===== config.mk =====
export PLATFORM = sky130hd
export DESIGN_NAME = awc_top
export DESIGN_NICKNAME = d
export VERILOG_FILES = /design/src/logic/awc_pkg.sv /design/src/logic/awc_top.sv
export VERILOG_INCLUDE_DIRS = /design/src /design/src/logic
export SDC_FILE = /design/constraint.sdc
export NUM_CORES = 1
export LEC_CHECK = 0
export ABC_AREA = 1
export BUFFER_PORTS_ARGS = -buffer_cell sky130_fd_sc_hd__buf_2
export CAP_MARGIN = 20
export CORE_UTILIZATION = 31
export DETAILED_ROUTE_END_ITERATION = 16
export HOLD_SLACK_MARGIN = 0.02
export SLEW_MARGIN = 30
export SYNTH_ARGS = -nofsm -noshare
export SYNTH_HDL_FRONTEND = slang
export SYNTH_SLANG_ARGS = --single-unit

===== constraint.sdc =====
create_clock -name ref_clk -period 5.65 [get_ports ref_clk]
set_input_delay 0.8475 -clock ref_clk [delete_from_list [all_inputs] [get_ports ref_clk]]
set_output_delay 0.8475 -clock ref_clk [all_outputs]
set_load 0.02 [all_outputs]

===== src/logic/awc_defs.svh =====
`ifndef AWC_DEFS_SVH
`define AWC_DEFS_SVH
`define AWC_ADDR_CTRL 8'he8
`define AWC_ADDR_CFG 8'hbc
`define AWC_ADDR_DATAH 8'hbe
`define AWC_ADDR_DATAL 8'hbd
`define AWC_ADDR_GTH 8'hc4
`define AWC_ADDR_GTL 8'hc3
`define AWC_ADDR_LTH 8'hc6
`define AWC_ADDR_LTL 8'hc5
`define AWC_ADDR_REF 8'hd1
`define AWC_RST_GTH 8'hff
`define AWC_RST_GTL 8'hff
`define AWC_RST_LTH 8'h00
`define AWC_RST_LTL 8'h00
`define AWC_RST_REF 8'h00
`define AWC_RST_CFG 8'hf8
`define AWC_RST_CTRL 8'h00
`define AWC_REF_MASK 8'h3f
`define AWC_ATTENUATION_SETUP_HI 8'h04
`define AWC_GAIN_UNITY 8'hfc
`define AWC_GAIN_HALF 8'h7c
`define AWC_SAR_CYCLES 5'h0d
`define AWC_FAST_EXTRA 5'h02
`define AWC_BIT_EN 7
`define AWC_BIT_DONE 5
`define AWC_BIT_BUSY 4
`define AWC_BIT_WIN 3
`define AWC_BIT_LJ 2
`define AWC_BIT_ATTENUATION_SETUP 0
`define AWC_BIT_REFERENCE_BUFFER_ENABLE 0
`define AWC_BIT_BIAS 1
`define AWC_BIT_TEMP 2
`define AWC_BIT_REFERENCE_SOURCE_SELECT 3
`define AWC_BIT_REFERENCE_LEVEL_SELECT 4
`define AWC_SC_LSB 3
`define AWC_SC_MSB 7
`endif


===== src/logic/awc_pkg.sv =====
package awc_pkg;
  typedef enum logic [1:0] {
    AWC_IDLE = 2'b00,
    AWC_START = 2'b01,
    AWC_SAR = 2'b10,
    AWC_FINISH = 2'b11
  } awc_state_t;
endpackage


===== src/logic/awc_top.sv =====
`timescale 1ns/1ps
`default_nettype none
`include "awc_defs.svh"
// Notes on behaviour
// - Compare each stored word against limits automatically.
// - Match flag lives in control register, pollable.
// - Limits are 16-bit high/low byte pairs.
// - Limit ordering alone picks inside or outside.
// - Inside: word above greater, below less.
// - Outside: word below lower or above upper.
// - Greater-than high byte resets all ones.
// - Setup low code selects unity or half gain.
// - Conversion is 13 SAR clocks plus 2 fast.
// - Source select: pin when 0, supply when 1.
// - Bias enable ORs software bit with users.
// - Level bit picks 1.5 V or 2.25 V.
// - Sensor enable switches the temperature sensor.
// - Stored word justified by justify bit.
// - Unused data bits of a converted word read as zero.
module awc_top (
  input wire logic ref_clk,
  input wire logic rst_n,
  input wire logic [7:0] sfr_addr,
  input wire logic sfr_wr,
  input wire logic sfr_rd,
  input wire logic [7:0] sfr_wdata,
  output logic [7:0] sfr_rdata,
  input wire logic conv_trigger,
  input wire logic [11:0] sar_result,
  input wire logic osc_enabled,
  output logic sar_clk_en,
  output logic window_match_flag,
  output logic conv_done_flag,
  output logic half_gain_select,
  output logic reference_source_select,
  output logic reference_level_select,
  output logic reference_buffer_enable,
  output logic ref_pin_drive,
  output logic temp_sensor_enable,
  output logic bias_generator_enable
);
  import awc_pkg::*;

  // ==========================================================
  // Register file.
  logic [7:0] converter_control, next_converter_control;
  logic [7:0] converter_config, next_converter_config;
  logic [7:0] window_upper_limit_high, next_window_upper_limit_high;
  logic [7:0] window_upper_limit_low, next_window_upper_limit_low;
  logic [7:0] window_lower_limit_high, next_window_lower_limit_high;
  logic [7:0] window_lower_limit_low, next_window_lower_limit_low;
  logic [7:0] reference_control, next_reference_control;
  logic [15:0] conv_word, next_conv_word;
  logic half_gain, next_half_gain;
  logic [15:0] upper_limit, lower_limit;
  logic [15:0] new_word;
  logic word_store, match, start_req;
  logic [1:0] trig_sync;
  awc_state_t state, next_state;

  assign upper_limit = {window_upper_limit_high, window_upper_limit_low};
  assign lower_limit = {window_lower_limit_high, window_lower_limit_low};
  // Justification of the stored word; unused bits are zero.
  assign new_word = converter_control[`AWC_BIT_LJ] ?
    {sar_result, 4'h0} : {4'h0, sar_result};
  // Inside when less-than exceeds greater-than, else outside.
  always_comb begin
    if (lower_limit > upper_limit) begin
      match = (new_word > upper_limit) && (new_word < lower_limit);
    end else begin
      match = (new_word < lower_limit) ||
        (new_word > upper_limit);
    end
  end

  // ==========================================================
  // Register writes and hardware flag updates.
  logic wr_ctrl;
  assign wr_ctrl = sfr_wr && (sfr_addr == `AWC_ADDR_CTRL);
  always_comb begin
    next_converter_control = converter_control;
    next_converter_config = converter_config;
    next_reference_control = reference_control;
    next_conv_word = conv_word;
    if (sfr_wr) begin
      case (sfr_addr)
        `AWC_ADDR_CTRL: begin
          next_converter_control = sfr_wdata;
          next_converter_control[`AWC_BIT_BUSY] = 1'b0;
        end
        `AWC_ADDR_CFG: next_converter_config = sfr_wdata;
        `AWC_ADDR_REF: next_reference_control = sfr_wdata & `AWC_REF_MASK;
        `AWC_ADDR_DATAH: begin
          next_conv_word[15:8] = sfr_wdata;
        end
        `AWC_ADDR_DATAL: begin
          next_conv_word[7:0] = sfr_wdata;
        end
        default: begin
        end
      endcase
    end
    next_converter_control[`AWC_BIT_BUSY] = start_req ||
      (state != AWC_IDLE && !word_store);
    if (word_store) begin
      next_conv_word = new_word;
      next_converter_control[`AWC_BIT_DONE] = 1'b1;
      if (match) begin
        next_converter_control[`AWC_BIT_WIN] = 1'b1;
      end
    end
  end

  always_ff @(posedge ref_clk or negedge rst_n) begin
    if (!rst_n) begin
      converter_control <= `AWC_RST_CTRL;
      converter_config <= `AWC_RST_CFG;
      reference_control <= `AWC_RST_REF;
      conv_word <= 16'h0000;
    end else begin
      converter_control <= next_converter_control;
      converter_config <= next_converter_config;
      reference_control <= next_reference_control;
      conv_word <= next_conv_word;
    end
  end

  // ==========================================================
  // Window limit registers.
  always_comb begin
    next_window_upper_limit_high = window_upper_limit_high;
    next_window_upper_limit_low = window_upper_limit_low;
    next_window_lower_limit_high = window_lower_limit_high;
    next_window_lower_limit_low = window_lower_limit_low;
    if (sfr_wr) begin
      case (sfr_addr)
        `AWC_ADDR_GTH: begin
          next_window_upper_limit_high = sfr_wdata;
        end
        `AWC_ADDR_GTL: begin
          next_window_upper_limit_low = sfr_wdata;
        end
        `AWC_ADDR_LTH: begin
          next_window_lower_limit_high = sfr_wdata;
        end
        `AWC_ADDR_LTL: begin
          next_window_lower_limit_low = sfr_wdata;
        end
        default: begin
        end
      endcase
    end
  end

  always_ff @(posedge ref_clk or negedge rst_n) begin
    if (!rst_n) begin
      window_upper_limit_high <= `AWC_RST_GTH;
      window_upper_limit_low <= `AWC_RST_GTL;
      window_lower_limit_high <= `AWC_RST_LTH;
      window_lower_limit_low <= `AWC_RST_LTL;
    end else begin
      window_upper_limit_high <= next_window_upper_limit_high;
      window_upper_limit_low <= next_window_upper_limit_low;
      window_lower_limit_high <= next_window_lower_limit_high;
      window_lower_limit_low <= next_window_lower_limit_low;
    end
  end

  // ==========================================================
  // Gain selection sequence.
  logic gain_armed;
  // A code counts only while setup is set and the high byte is primed.
  assign gain_armed = converter_config[`AWC_BIT_ATTENUATION_SETUP] &&
    (conv_word[15:8] == `AWC_ATTENUATION_SETUP_HI);
  always_comb begin
    next_half_gain = half_gain;
    if (sfr_wr && sfr_addr == `AWC_ADDR_DATAL && gain_armed) begin
      if (sfr_wdata == `AWC_GAIN_UNITY) begin
        next_half_gain = 1'b0;
      end else if (sfr_wdata == `AWC_GAIN_HALF) begin
        next_half_gain = 1'b1;
      end
    end
  end

  always_ff @(posedge ref_clk or negedge rst_n) begin
    if (!rst_n) begin
      half_gain <= 1'b0;
    end else begin
      half_gain <= next_half_gain;
    end
  end

  // ==========================================================
  // Conversion sequencer.
  logic [4:0] sc_div, next_sc_div;
  logic [4:0] cnt, next_cnt;
  logic sar_tick;
  logic trig_q, next_trig_q;

  always_ff @(posedge ref_clk or negedge rst_n) begin
    if (!rst_n) begin
      trig_sync <= 2'b00;
    end else begin
      trig_sync <= {trig_sync[0], conv_trigger};
    end
  end

  assign start_req = converter_control[`AWC_BIT_EN] && state == AWC_IDLE &&
    ((wr_ctrl && sfr_wdata[`AWC_BIT_BUSY]) || (trig_sync[1] && !trig_q));
  assign sar_tick = (sc_div ==
    converter_config[`AWC_SC_MSB:`AWC_SC_LSB]);
  assign word_store = (state == AWC_FINISH) &&
    (cnt == `AWC_FAST_EXTRA - 5'h01);

  always_comb begin
    next_state = state;
    next_cnt = cnt;
    next_trig_q = trig_sync[1];
    next_sc_div = sar_tick ? 5'h00 : sc_div + 5'h01;
    case (state)
      AWC_IDLE: begin
        next_sc_div = 5'h00;
        if (start_req) begin
          next_state = AWC_START;
          next_cnt = 5'h00;
        end
      end
      AWC_START: begin
        next_state = AWC_SAR;
        next_cnt = 5'h00;
        next_sc_div = 5'h00;
      end
      AWC_SAR: begin
        if (sar_tick) begin
          next_cnt = cnt + 5'h01;
          if (cnt == `AWC_SAR_CYCLES - 5'h01) begin
            next_state = AWC_FINISH;
            next_cnt = 5'h00;
          end
        end
      end
      AWC_FINISH: begin
        next_cnt = cnt + 5'h01;
        if (word_store) begin
          next_state = AWC_IDLE;
        end
      end
      default: next_state = AWC_IDLE;
    endcase
  end

  always_ff @(posedge ref_clk or negedge rst_n) begin
    if (!rst_n) begin
      state <= AWC_IDLE;
      cnt <= 5'h00;
      sc_div <= 5'h00;
      trig_q <= 1'b0;
    end else begin
      state <= next_state;
      cnt <= next_cnt;
      sc_div <= next_sc_div;
      trig_q <= next_trig_q;
    end
  end

  // ==========================================================
  // Read mux and analog controls.
  always_comb begin
    case (sfr_addr)
      `AWC_ADDR_CTRL: sfr_rdata = converter_control;
      `AWC_ADDR_CFG: sfr_rdata = converter_config;
      `AWC_ADDR_DATAH: sfr_rdata = conv_word[15:8];
      `AWC_ADDR_DATAL: sfr_rdata = conv_word[7:0];
      `AWC_ADDR_GTH: sfr_rdata = window_upper_limit_high;
      `AWC_ADDR_GTL: sfr_rdata = window_upper_limit_low;
      `AWC_ADDR_LTH: sfr_rdata = window_lower_limit_high;
      `AWC_ADDR_LTL: sfr_rdata = window_lower_limit_low;
      `AWC_ADDR_REF: sfr_rdata = reference_control;
      default: sfr_rdata = 8'h00;
    endcase
  end

  assign sar_clk_en = (state == AWC_SAR) && sar_tick;
  assign window_match_flag = converter_control[`AWC_BIT_WIN];
  assign conv_done_flag = converter_control[`AWC_BIT_DONE];
  assign half_gain_select = half_gain;
  assign reference_source_select =
    reference_control[`AWC_BIT_REFERENCE_SOURCE_SELECT];
  assign reference_level_select =
    reference_control[`AWC_BIT_REFERENCE_LEVEL_SELECT];
  assign reference_buffer_enable =
    reference_control[`AWC_BIT_REFERENCE_BUFFER_ENABLE];
  assign ref_pin_drive = reference_control[`AWC_BIT_REFERENCE_BUFFER_ENABLE];
  assign temp_sensor_enable =
    reference_control[`AWC_BIT_TEMP];
  assign bias_generator_enable = reference_control[`AWC_BIT_BIAS] ||
    converter_control[`AWC_BIT_EN] ||
    reference_control[`AWC_BIT_TEMP] || osc_enabled;
endmodule // awc_top
`default_nettype wire


==> results of run 1 <==
kinds of logic after synthesis:
group	synth area share (%)
simple gates	25.8
fa+ha+maj	11.5
compound gates	14.0
flops	38.4
xor+xnor	1.70
buf+inv	8.59
flip-flops by register name (all words and copies together) (netlist names):
name                     count
trig_sync                    2
converter_config             8
window_upper_limit_low       8
half_gain_select             1
cnt                          5
window_lower_limit_low       8
conv_word                   16
reference_control            6
window_lower_limit_high      8
window_upper_limit_high      8
sc_div                       5
trig_q                       1
converter_control            8
state                        2
layout make-up:
class	instances	area, um^2	share of cell area, %
Timing Repair Buffer	51	260	4.03
Tap cell	229	287	4.44
Inverter	115	432	6.69
Multi-Input combinational cell	539	3000	46.6
Clock inverter	6	55.1	0.854
Antenna cell	2	5.00	0.0776
Sequential cell	86	2180	33.8
Clock buffer	10	229	3.55
routing by layer:
metal / wire [um] / vias up / global-route usage (%)
met4: 554 / 2 / 9.28
met5: 11 / - / 0
met2: 7650 / 179 / 29.9
met1: 8160 / 2411 / 27.0
met3: 1320 / 30 / 4.67
li1: - / 2580 / -
path summary, 6_finish.rpt:
kind | start | to | cells past startpoint
setup reg to reg | converter_control[2] | converter_control[3] | 11
max in group asynchronous | rst_n | conv_word[3] | 2
hold / removal | trig_sync[0] | trig_sync[1] | 0
setup / recovery | sfr_addr[6] | sfr_rdata[3] | 10
hold reg to reg | trig_sync[0] | trig_sync[1] | 0
min in group asynchronous | rst_n | window_lower_limit_low[6] | 1
power breakdown:
part | total [W] | internal (W) | switching [W]
logic | 0.000488 | 0.000169 | 0.000319
clock network | 0.000583 | 0.000306 | 0.000277
registers | 0.000799 | 0.000712 | 0.0000871
total | 0.00187 | 0.00119 | 0.000682
layout by cell type (no fill, tap or decap), types with 14 or more instances in the layout:
cell type  instances
buf_2             49
a21oi_1           24
nand3_1           28
nand4_1           14
o21ai_1           22
nor2_1            37
ha_1              52
nand2_1          223
inv_1            109
dfrtp_1           65
dfstp_2           21
o21ai_0           55
through the flow:
stage / setup WS (ns) / cells / utilization, %
global placement: 2.29 / 1020 / 34.3
CTS: 2.29 / 1036 / 35.9
floorplan: 2.87 / 752 / -
global route: 2.16 / 1036 / 35.9
finish: 2.24 / 1038 / 35.9
detailed placement: 2.29 / 1020 / 34.3
critical path, cell delays in order:
cell,delay (ns)
buf_2,0.14
nand2_1,0.18
nor3_4,0.09
nand2_1,0.22
inv_2,0.09
nand2_1,0.06
o21ai_0,0.07
a221oi_1,0.45
nand3_1,0.19
buf_2,0.21
==> metrics.log, run 1 <==
INFO  metric run_status = finished clean
INFO  metric detail-route-antenna-nets = 0
INFO  metric place_area = just over 6000 um^2
INFO  metric clock-root-buffer = clkbuf_16
INFO  metric report.final.setup_viol = 0
INFO  metric 1st_pass_router_iterations = 5
INFO  metric drt_iter0_markers = between 400 and 500
INFO  metric rsz0062_at_grt = no
INFO  metric postSynthCellCount = between 700 and 800
INFO  metric initial_core_util = approximately a third
INFO  metric critical_path_required = about 4.8 ns
INFO  metric seq_area_frac_synth = between 30% and 40%
INFO  metric post_synth_instance_area = ~5700 um^2
INFO  metric drive_above_1_share = between 10 and 15%
INFO  metric ys_async_sr_fraction = between 90% and 100%
INFO  metric synth.avg_cell_area = 7.54 um^2
INFO  metric fin_tns_setup = 0 ns
INFO  metric final.fill_count = approximately 1900
INFO  metric worst_ir_drop_vdd = 0.000130 V
INFO  metric cts_inserted_buffers = 9
INFO  metric ff2ff_setup_slack = 2.63 ns
INFO  metric cts_max_path_buffers = 2
INFO  metric syn_to_final_growth = 13.8%
INFO  metric vias_in_the_first_global_route = 4785
INFO  metric grt_first_pass_wirelength = between 20000 and 30000 um
INFO  metric routed_via_density = about 5
INFO  metric design.portCount = 52
INFO  metric timing.fmax = ~0.29 GHz
INFO  metric insertion_delay_to_the_later_sink_of_the_worst_skew_pair = around 0.36 ns
INFO  metric routed-via-count = between 5000 and 6000
INFO  metric grt_start_max_net_pins = between 60 and 70
INFO  metric synth.ff_latch_count = 86
INFO  metric gp_congestion = about 0.94
INFO  metric crit_arrival = 2.56 ns
INFO  metric postLayoutCellArea = roughly 6400 um^2
INFO  metric end_kind = output port
INFO  metric floorplan.die_area = 18800 um^2
INFO  metric postCtsHoldBufs = 0
INFO  metric critPathKind = in -> out
INFO  metric post-synth-top-count-cell = nand2_1
INFO  metric initial_antenna_violation_count = 4
INFO  metric htreeDepth = 3
INFO  metric postCtsSetupRepairBufs = 0
INFO  metric drt-wirelength-per-cell = ~17 um
INFO  metric synthDistinctLibCells = 39
INFO  metric cts_sinks = 86
INFO  metric grt_util_all_layers = roughly a fifth
INFO  metric critPathLaunchType = primary input
INFO  metric cts.repair.resized = 0
INFO  metric netlist.top_cell.by_area = dfrtp_1
INFO  metric ys_warn_count = 0
INFO  metric nets = between 800 and 900
INFO  metric timing.max_cap.violations = 0
INFO  metric core_area = 18000 um^2
INFO  metric synth_top_area_share = about 29%
INFO  metric leakage = 3.10 nW
INFO  metric path_clk_slew = roughly 0.070 ns
INFO  metric timing.final.max_slew_violations = 0
INFO  metric fin_total_pwr = about 0.0019 W
INFO  metric hold_fails_final_rpt = 0
INFO  metric period_share = between 60% and 70%
INFO  metric floorplan.die.height = between 100 and 150 um
INFO  metric yosys-top-cells-count = 223 x nand2_1, 109 x inv_1, 65 x dfrtp_1
INFO  metric overflow = 0
INFO  metric slew_headroom = 45.3%
INFO  metric hold_class = reg -> reg
INFO  metric numPortBuffers = 50
INFO  metric period_needed = roughly 3.4 ns
INFO  metric finalClockSkew = about 0.0056 ns
INFO  metric die_extent_in_x = roughly 140 um
INFO  metric synth.net_count = 838
INFO  metric synth_enable_flop_cells = 0
INFO  metric route.detailed.drc = 0
INFO  metric fin_worst_hold_slack = between 0.3 and 0.4 ns
INFO  metric worst-slew-pin-transition = between 0.8 and 0.9 ns
INFO  metric synth_flop_cell = dfrtp_1
INFO  metric tritoncts = yes
INFO  metric hpwl = 13700 um
INFO  metric number_of_standard_cell_rows_in_the_floorplan = 49
INFO  metric postRouteWirelength = approximately 18000 um
INFO  metric synth_area_leaders = dfrtp_1 29%, nand2_1 15%, ha_1 11%
INFO  metric crit_path_max_fanout = 7
INFO  metric power_per_cell_area = between 200 and 300 nW/um^2
Power figures use the tool's default switching activity.
==> run 2, diff against run 1 <==
==> constraint.sdc (replaced) <==
create_clock -name ref_clk -period 3.57 [get_ports ref_clk]
set_input_delay 0.5355 -clock ref_clk [delete_from_list [all_inputs] [get_ports ref_clk]]
set_output_delay 0.5355 -clock ref_clk [all_outputs]
set_load 0.02 [all_outputs]
==> metrics.log, run 2 (synthesized netlist as in run 1, its figures left out) <==
INFO  metric floorplan.die_area = 18800 um^2 (unchanged)
INFO  metric rsz0062_at_grt = no
INFO  metric route.detailed.drc = 0 (unchanged)
INFO  metric worst_ir_drop_vdd = 0.000176 V (+36%)
INFO  metric clock-root-buffer = clkbuf_16
INFO  metric cts_inserted_buffers = 9 (unchanged)
INFO  metric numPortBuffers = 50 (unchanged)
INFO  metric crit_path_max_fanout = 7 (unchanged)
INFO  metric postCtsHoldBufs = 0 (unchanged)
INFO  metric layout.cells.most_common = nand2_1
INFO  metric period_share = a little under 80%
INFO  metric floorplan.die.height = 137 um (unchanged)
INFO  metric fin_worst_hold_slack = 0.247 ns (-0.105 ns)
INFO  metric drt-wirelength-per-cell = 17.1 um (+0.23%)
INFO  metric leakage = 3.13 nW (+1.1%)
INFO  metric hpwl = 13700 um (+0.29%)
INFO  metric die_extent_in_x = 137 um (unchanged)
INFO  metric power_per_cell_area = 468 nW/um^2 (+62%)
INFO  metric timing.max_cap.violations = 0 (unchanged)
INFO  metric diodes = 0 (-2)
INFO  metric period_needed = approximately 2.8 ns
INFO  metric routed_via_density = 5.06 (+0.94%)
INFO  metric overflow = 0 (unchanged)
INFO  metric final.fill_count = 1920 (+0.52%)
INFO  metric postRouteWirelength = 17800 um (+0.42%)
INFO  metric critPathKind = in -> out
INFO  metric slowest_stage = o21ai_0
INFO  metric insertion_delay_to_the_later_sink_of_the_worst_skew_pair = 0.36 ns (about the same)
INFO  metric design.portCount = 52 (unchanged)
INFO  metric layout.cells.most_common_list = 223 x nand2_1, 109 x inv_1, 65 x dfrtp_1, 55 x o21ai_0, 52 x ha_1
INFO  metric grt_first_pass_wirelength = 27200 um (about the same)
INFO  metric htreeDepth = 3 (unchanged)
INFO  metric crit_arrival = 2.22 ns (-0.34 ns)
INFO  metric routed-via-count = 5261 (+1.1%)
INFO  metric cts.repair.resized = 0 (unchanged)
INFO  metric initial_antenna_violation_count = 1 (-3)
INFO  metric fin_total_pwr = 0.00305 W (+63%)
INFO  metric critPathLaunchType = primary input
INFO  metric nets = 892 (+0.45%)
INFO  metric timing.final.max_slew_violations = 0 (unchanged)
INFO  metric initial_core_util = 31.6% (unchanged)
INFO  metric number_of_standard_cell_rows_in_the_floorplan = 49 (unchanged)
INFO  metric cts_sinks = 86 (unchanged)
INFO  metric 1st_pass_router_iterations = 6 (+1)
INFO  metric crit_path_frequent_cell = buf_2
INFO  metric fin_tns_setup = 0 ns (unchanged)
INFO  metric hold_fails_final_rpt = 0 (unchanged)
INFO  metric multi_input_area = 3000 um^2 (unchanged)
INFO  metric detail-route-antenna-nets = 0 (unchanged)
INFO  metric cts_max_path_buffers = 2 (unchanged)
INFO  metric run_status = finished clean
INFO  metric drt_iter0_markers = 471 (+10%)
INFO  metric critical_path.n_buffers_inverters = 3 (unchanged)
INFO  metric cp_top_family = simple AND/OR/NAND/NOR gates
INFO  metric worst-slew-pin-transition = 0.775 ns (-0.0452 ns)
INFO  metric tritoncts = yes
INFO  metric path_cells = buf_2 > inv_1 > nor2_1 > nand4_2 > o21ai_0 > nor4_1 > nand2_1 > buf_2
INFO  metric hold_class = in -> async
INFO  metric largest_register = conv_word
INFO  metric slew_headroom = 47.8% (+2.5 points)
INFO  metric report.final.setup_viol = 0 (unchanged)
INFO  metric gp_congestion = 0.935 (-0.96%)
INFO  metric critical_path_required = 3.03 ns (-1.77 ns)
INFO  metric largest_reg_flops = 16 (unchanged)
INFO  metric syn_to_final_growth = 14.8%
INFO  metric path_clk_slew = 0.06 ns (about the same)
INFO  metric area.sequential = 2180 um^2 (unchanged)
INFO  metric crit_path_max_incr_delay = 0.42 ns (-0.03 ns)
INFO  metric timing.fmax = around 0.36 GHz
INFO  metric grt_util_all_layers = 20.0% (+0.043 points)
INFO  metric vias_in_the_first_global_route = 4773 (-0.25%)
INFO  metric core_area = 18000 um^2 (unchanged)
INFO  metric postCtsSetupRepairBufs = 0 (unchanged)
INFO  metric drive_above_1_share = 14.1% (+0.55 points)
INFO  metric finalClockSkew = 0.00817 ns (+0.00255 ns)
INFO  metric end_kind = output port
INFO  metric grt_start_max_net_pins = 57 (-9.5%)
## run 2: changes by cell type in the layout (fill, tap and decap cells not counted), sizes merged
| cell | before | now |
|---|---|---|
| clkinv | 5 | 3 |
| diode | 2 | 0 |
| bufinv | 0 | 1 |
| clkinvlp | 0 | 1 |
| inv | 116 | 117 |
| clkbuf | 10 | 9 |
| buf | 51 | 55 |
## run 2: power breakdown
part / internal [W] / total, W / switching [W]
Combinational: 0.000271 / 0.000775 / 0.000503
Clock: 0.000560 / 0.00101 / 0.000450
Sequential: 0.00113 / 0.00126 / 0.000136
Total: 0.00196 / 0.00305 / 0.00109
## run 2: worst paths after layout
kind	startpoint	to	slack, ns	cells past startpoint
setup / recovery	sfr_addr[2]	sfr_rdata[4]	0.81	8
hold / removal	rst_n	reference_control[2]	0.25	1
setup reg to reg	converter_control[2]	converter_control[3]	0.86	11
hold reg to reg	trig_sync[0]	trig_sync[1]	0.36	0
max in group asynchronous	rst_n	window_upper_limit_high[7]	2.55	2
min in group ref_clk	conv_trigger	trig_sync[0]	0.28	1
## run 2: through the flow
stage / cells / setup WS, ns / util, % / instance area, um^2
after global placement: 1024 / 0.854 / 34.5 / 6190
after detailed placement: 1024 / 0.864 / 34.5 / 6190
after floorplan: 752 / 1.42 / - / 5670
final: 1040 / 0.812 / 36.2 / 6510
after CTS: 1040 / 0.856 / 36.2 / 6510
after global routing: 1040 / 0.611 / 36.2 / 6510
## run 2: per-layer routing
| layer | vias to the layer above | global-route usage (%) | wire (um) |
|---|---|---|---|
| li1 | 2572 | - | - |
| met1 | 2467 | 27.9 | 8380 |
| met2 | 186 | 29.1 | 7570 |
| met3 | 36 | 3.75 | 1130 |
| met4 | 0 | 10.4 | 680 |
| met5 | - | 0 | 0 |
## run 2: cell type report
class,instances,share of cell area (%)
timing repair buffer,55,4.46
inverter,115,6.63
clock buffer,9,3.46
sequential,86,33.5
tap,229,4.40
multi-input combinational,539,46.2
clock inverter,7,1.40
==> run 3, diff against run 2 <==
==> constraint.sdc (replaced) <==
create_clock -name ref_clk -period 2.2 [get_ports ref_clk]
set_input_delay 0.33 -clock ref_clk [delete_from_list [all_inputs] [get_ports ref_clk]]
set_output_delay 0.33 -clock ref_clk [all_outputs]
set_load 0.02 [all_outputs]
==> metrics.log, run 3 (synthesized netlist as in run 1, its figures left out) <==
INFO  metric die_extent_in_x = 137 um (unchanged)
INFO  metric syn_to_final_growth = 21.3%
INFO  metric tritoncts = yes
INFO  metric grt_start_max_net_pins = 39 (-32%)
INFO  metric design.portCount = 52 (unchanged)
INFO  metric fin_tns_setup = 0 ns (unchanged)
INFO  metric post-route-worst-setup-slack = 0.0890 ns (-0.723 ns)
INFO  metric core_area = 18000 um^2 (unchanged)
INFO  metric crit_path_frequent_cell = buf_2
INFO  metric path_clk_slew = 0.07 ns (about the same)
INFO  metric detail-route-antenna-nets = 0 (unchanged)
INFO  metric crit_path_max_fanout = 7 (unchanged)
INFO  metric worst-slew-pin-transition = 0.639 ns (-0.136 ns)
INFO  metric 1st_pass_router_iterations = 5 (-1)
INFO  metric slowest_stage = nor3_4
INFO  metric layout.cells.most_common_list = 221 x nand2_1, 109 x inv_1, 64 x dfrtp_1, 51 x ha_1, 49 x o21ai_0
INFO  metric postRouteWirelength = 18100 um (+1.9%)
INFO  metric timing.final.max_slew_violations = 0 (unchanged)
INFO  metric critical_path_required = 1.87 ns (-1.16 ns)
INFO  metric holdCritStartpoint = conv_trigger
INFO  metric critical_path.startpoint = sfr_addr[6]
INFO  metric finalClockSkew = 0.00603 ns (-0.00215 ns)
INFO  metric floorplan.die_area = 18800 um^2 (unchanged)
INFO  metric cts_sinks = 86 (unchanged)
INFO  metric vias_in_the_first_global_route = 4944 (+3.6%)
INFO  metric reg2reg_to = converter_control[3]
INFO  metric routed_via_density = 4.95 (-2.2%)
INFO  metric numPlacedInstances = 1057 (+3.2%)
INFO  metric worst_ir_drop_vdd = 0.000340 V (+92%)
INFO  metric timing.max_cap.violations = 0 (unchanged)
INFO  metric nets = 931 (+4.4%)
INFO  metric report.final.setup_viol = 0 (unchanged)
INFO  metric slew_headroom = 57.3% (+9.5 points)
INFO  metric whs_path_depth = 1
INFO  metric ff2ff_setup_slack = 0.12 ns (-0.74 ns)
INFO  metric period_needed = roughly 2.1 ns
INFO  metric insertion_delay_to_the_later_sink_of_the_worst_skew_pair = 0.35 ns (about the same)
INFO  metric fin_total_pwr = 0.00490 W (+61%)
INFO  metric overflow = 0 (unchanged)
INFO  metric clock-root-buffer = clkbuf_16
INFO  metric cts_inserted_buffers = 9 (unchanged)
INFO  metric worst_r2r_path_depth = 14 (+3)
INFO  metric route.detailed.drc = 0 (unchanged)
INFO  metric critical_path.n_buffers_inverters = 3 (unchanged)
INFO  metric post-route-util = 38.3% (+2.1 points)
INFO  metric crit_arrival = 1.78 ns (-0.44 ns)
INFO  metric drive_above_1_share = 19.5% (+5.5 points)
INFO  metric power_per_cell_area = 713 nW/um^2 (+52%)
INFO  metric leakage = 3.31 nW (+5.6%)
INFO  metric end_kind = output port
INFO  metric cts_max_path_buffers = 2 (unchanged)
INFO  metric final.fill_count = 1867 (-2.8%)
INFO  metric floorplan.die.height = 137 um (unchanged)
INFO  metric gp_congestion = 0.947 (+1.4%)
INFO  metric hold_fails_final_rpt = 0 (unchanged)
INFO  metric critPathKind = in -> out
INFO  metric hold_end = trig_sync[0]
INFO  metric rsz0062_at_grt = yes
INFO  metric timing.fmax = approximately 0.47 GHz
INFO  metric largest_reg_flops = 16 (unchanged)
INFO  metric worst_setup_slack_before_clock_tree_synthesis = 0.0521 ns (-0.812 ns)
INFO  metric drt_iter0_markers = 425 (-9.8%)
INFO  metric largest_register = conv_word
INFO  metric grt_util_all_layers = 20.4% (+0.44 points)
INFO  metric initial_core_util = 31.6% (unchanged)
INFO  metric hold_class = in -> reg
INFO  metric layout.cells.most_common = nand2_1
INFO  metric run_status = finished clean
INFO  metric number_of_standard_cell_rows_in_the_floorplan = 49 (unchanged)
INFO  metric initial_antenna_violation_count = 2 (+1)
INFO  metric htreeDepth = 3 (unchanged)
INFO  metric numPortBuffers = 50 (unchanged)
INFO  metric cp_top_family = simple AND/OR/NAND/NOR gates
INFO  metric r2r_start = converter_control[2]
INFO  metric final_cells = 1081 (+3.9%)
INFO  metric grt_first_pass_wirelength = 27600 um (+1.3%)
INFO  metric drt-wirelength-per-cell = 16.7 um (-2.0%)
INFO  metric routed-via-count = 5347 (+1.6%)
INFO  metric hpwl = 14200 um (+3.2%)
INFO  metric crit_path_max_incr_delay = 0.26 ns (-0.16 ns)
INFO  metric path_cells = buf_2 > nand2_2 > nor3_4 > buf_4 > nand4_4 > o21ai_1 > nor4_1 > nand2_1 > buf_2
INFO  metric period_share = a little over nine tenths
INFO  metric critPathLaunchType = primary input
-- run 3: cell types whose count changed in the layout (fill, tap and decap cells not counted), sizes merged --
| cell | delta |
|---|---|
| buf | +37 |
| clkinvlp | +2 |
| diode | +2 |
| bufinv | -1 |
| clkbuf | +1 |
| clkinv | -1 |
| dlygate4sd3 | +1 |
-- run 3: routing by layer --
metal	vias up	wire length [um]	global-route usage (%)
met3	36	1010	3.42
met4	0	681	10.4
met5	-	0	0
li1	2658	-	-
met1	2495	8540	28.1
met2	158	7860	30.7
-- run 3: repair_timing --
item | in CTS | in global routing
resized for setup | 0 | 27
hold buffers | 1 | 0
setup buffers | 0 | 4
endpoints found under the setup margin | 0 | 7
hold endpoints to repair | 20 | 0
-- run 3: cell type report --
type	count	area, um^2	share of cell area, %
clock buffer	10	239	3.47
multi-input combinational	539	3070	44.7
timing repair inverter	1	7.51	0.109
antenna	2	5.00	0.0728
tap	229	287	4.17
inverter	115	435	6.33
clock inverter	6	51.3	0.746
sequential	86	2180	31.7
timing repair buffer	93	602	8.75
-- run 3: report_power, final --
| group | internal [W] | switching, W |
|---|---|---|
| logic | 0.000499 | 0.000858 |
| clock network | 0.000812 | 0.000685 |
| registers | 0.00183 | 0.000222 |
| total | 0.00314 | 0.00177 |
-- run 3: how the worst max path moves through the flow --
stage | end | depth (start not counted)
2_1_floorplan | converter_control[3] | 13
3_3_place_gp | sfr_rdata[7] | 11
3_5_place_dp | sfr_rdata[6] | 11
4_1_cts | sfr_rdata[6] | 11
5_1_grt | converter_control[3] | 15
6_report | sfr_rdata[4] | 9
-- run 3: per-stage QoR --
step | hold WS [ns] | instance area [um^2]
floorplan | 0.0344 | 5670
finish | 0.0758 | 6880
global route | 0.0722 | 6880
CTS | 0.0642 | 6750
detailed placement | 0.290 | 6450
global placement | 0.295 | 6450
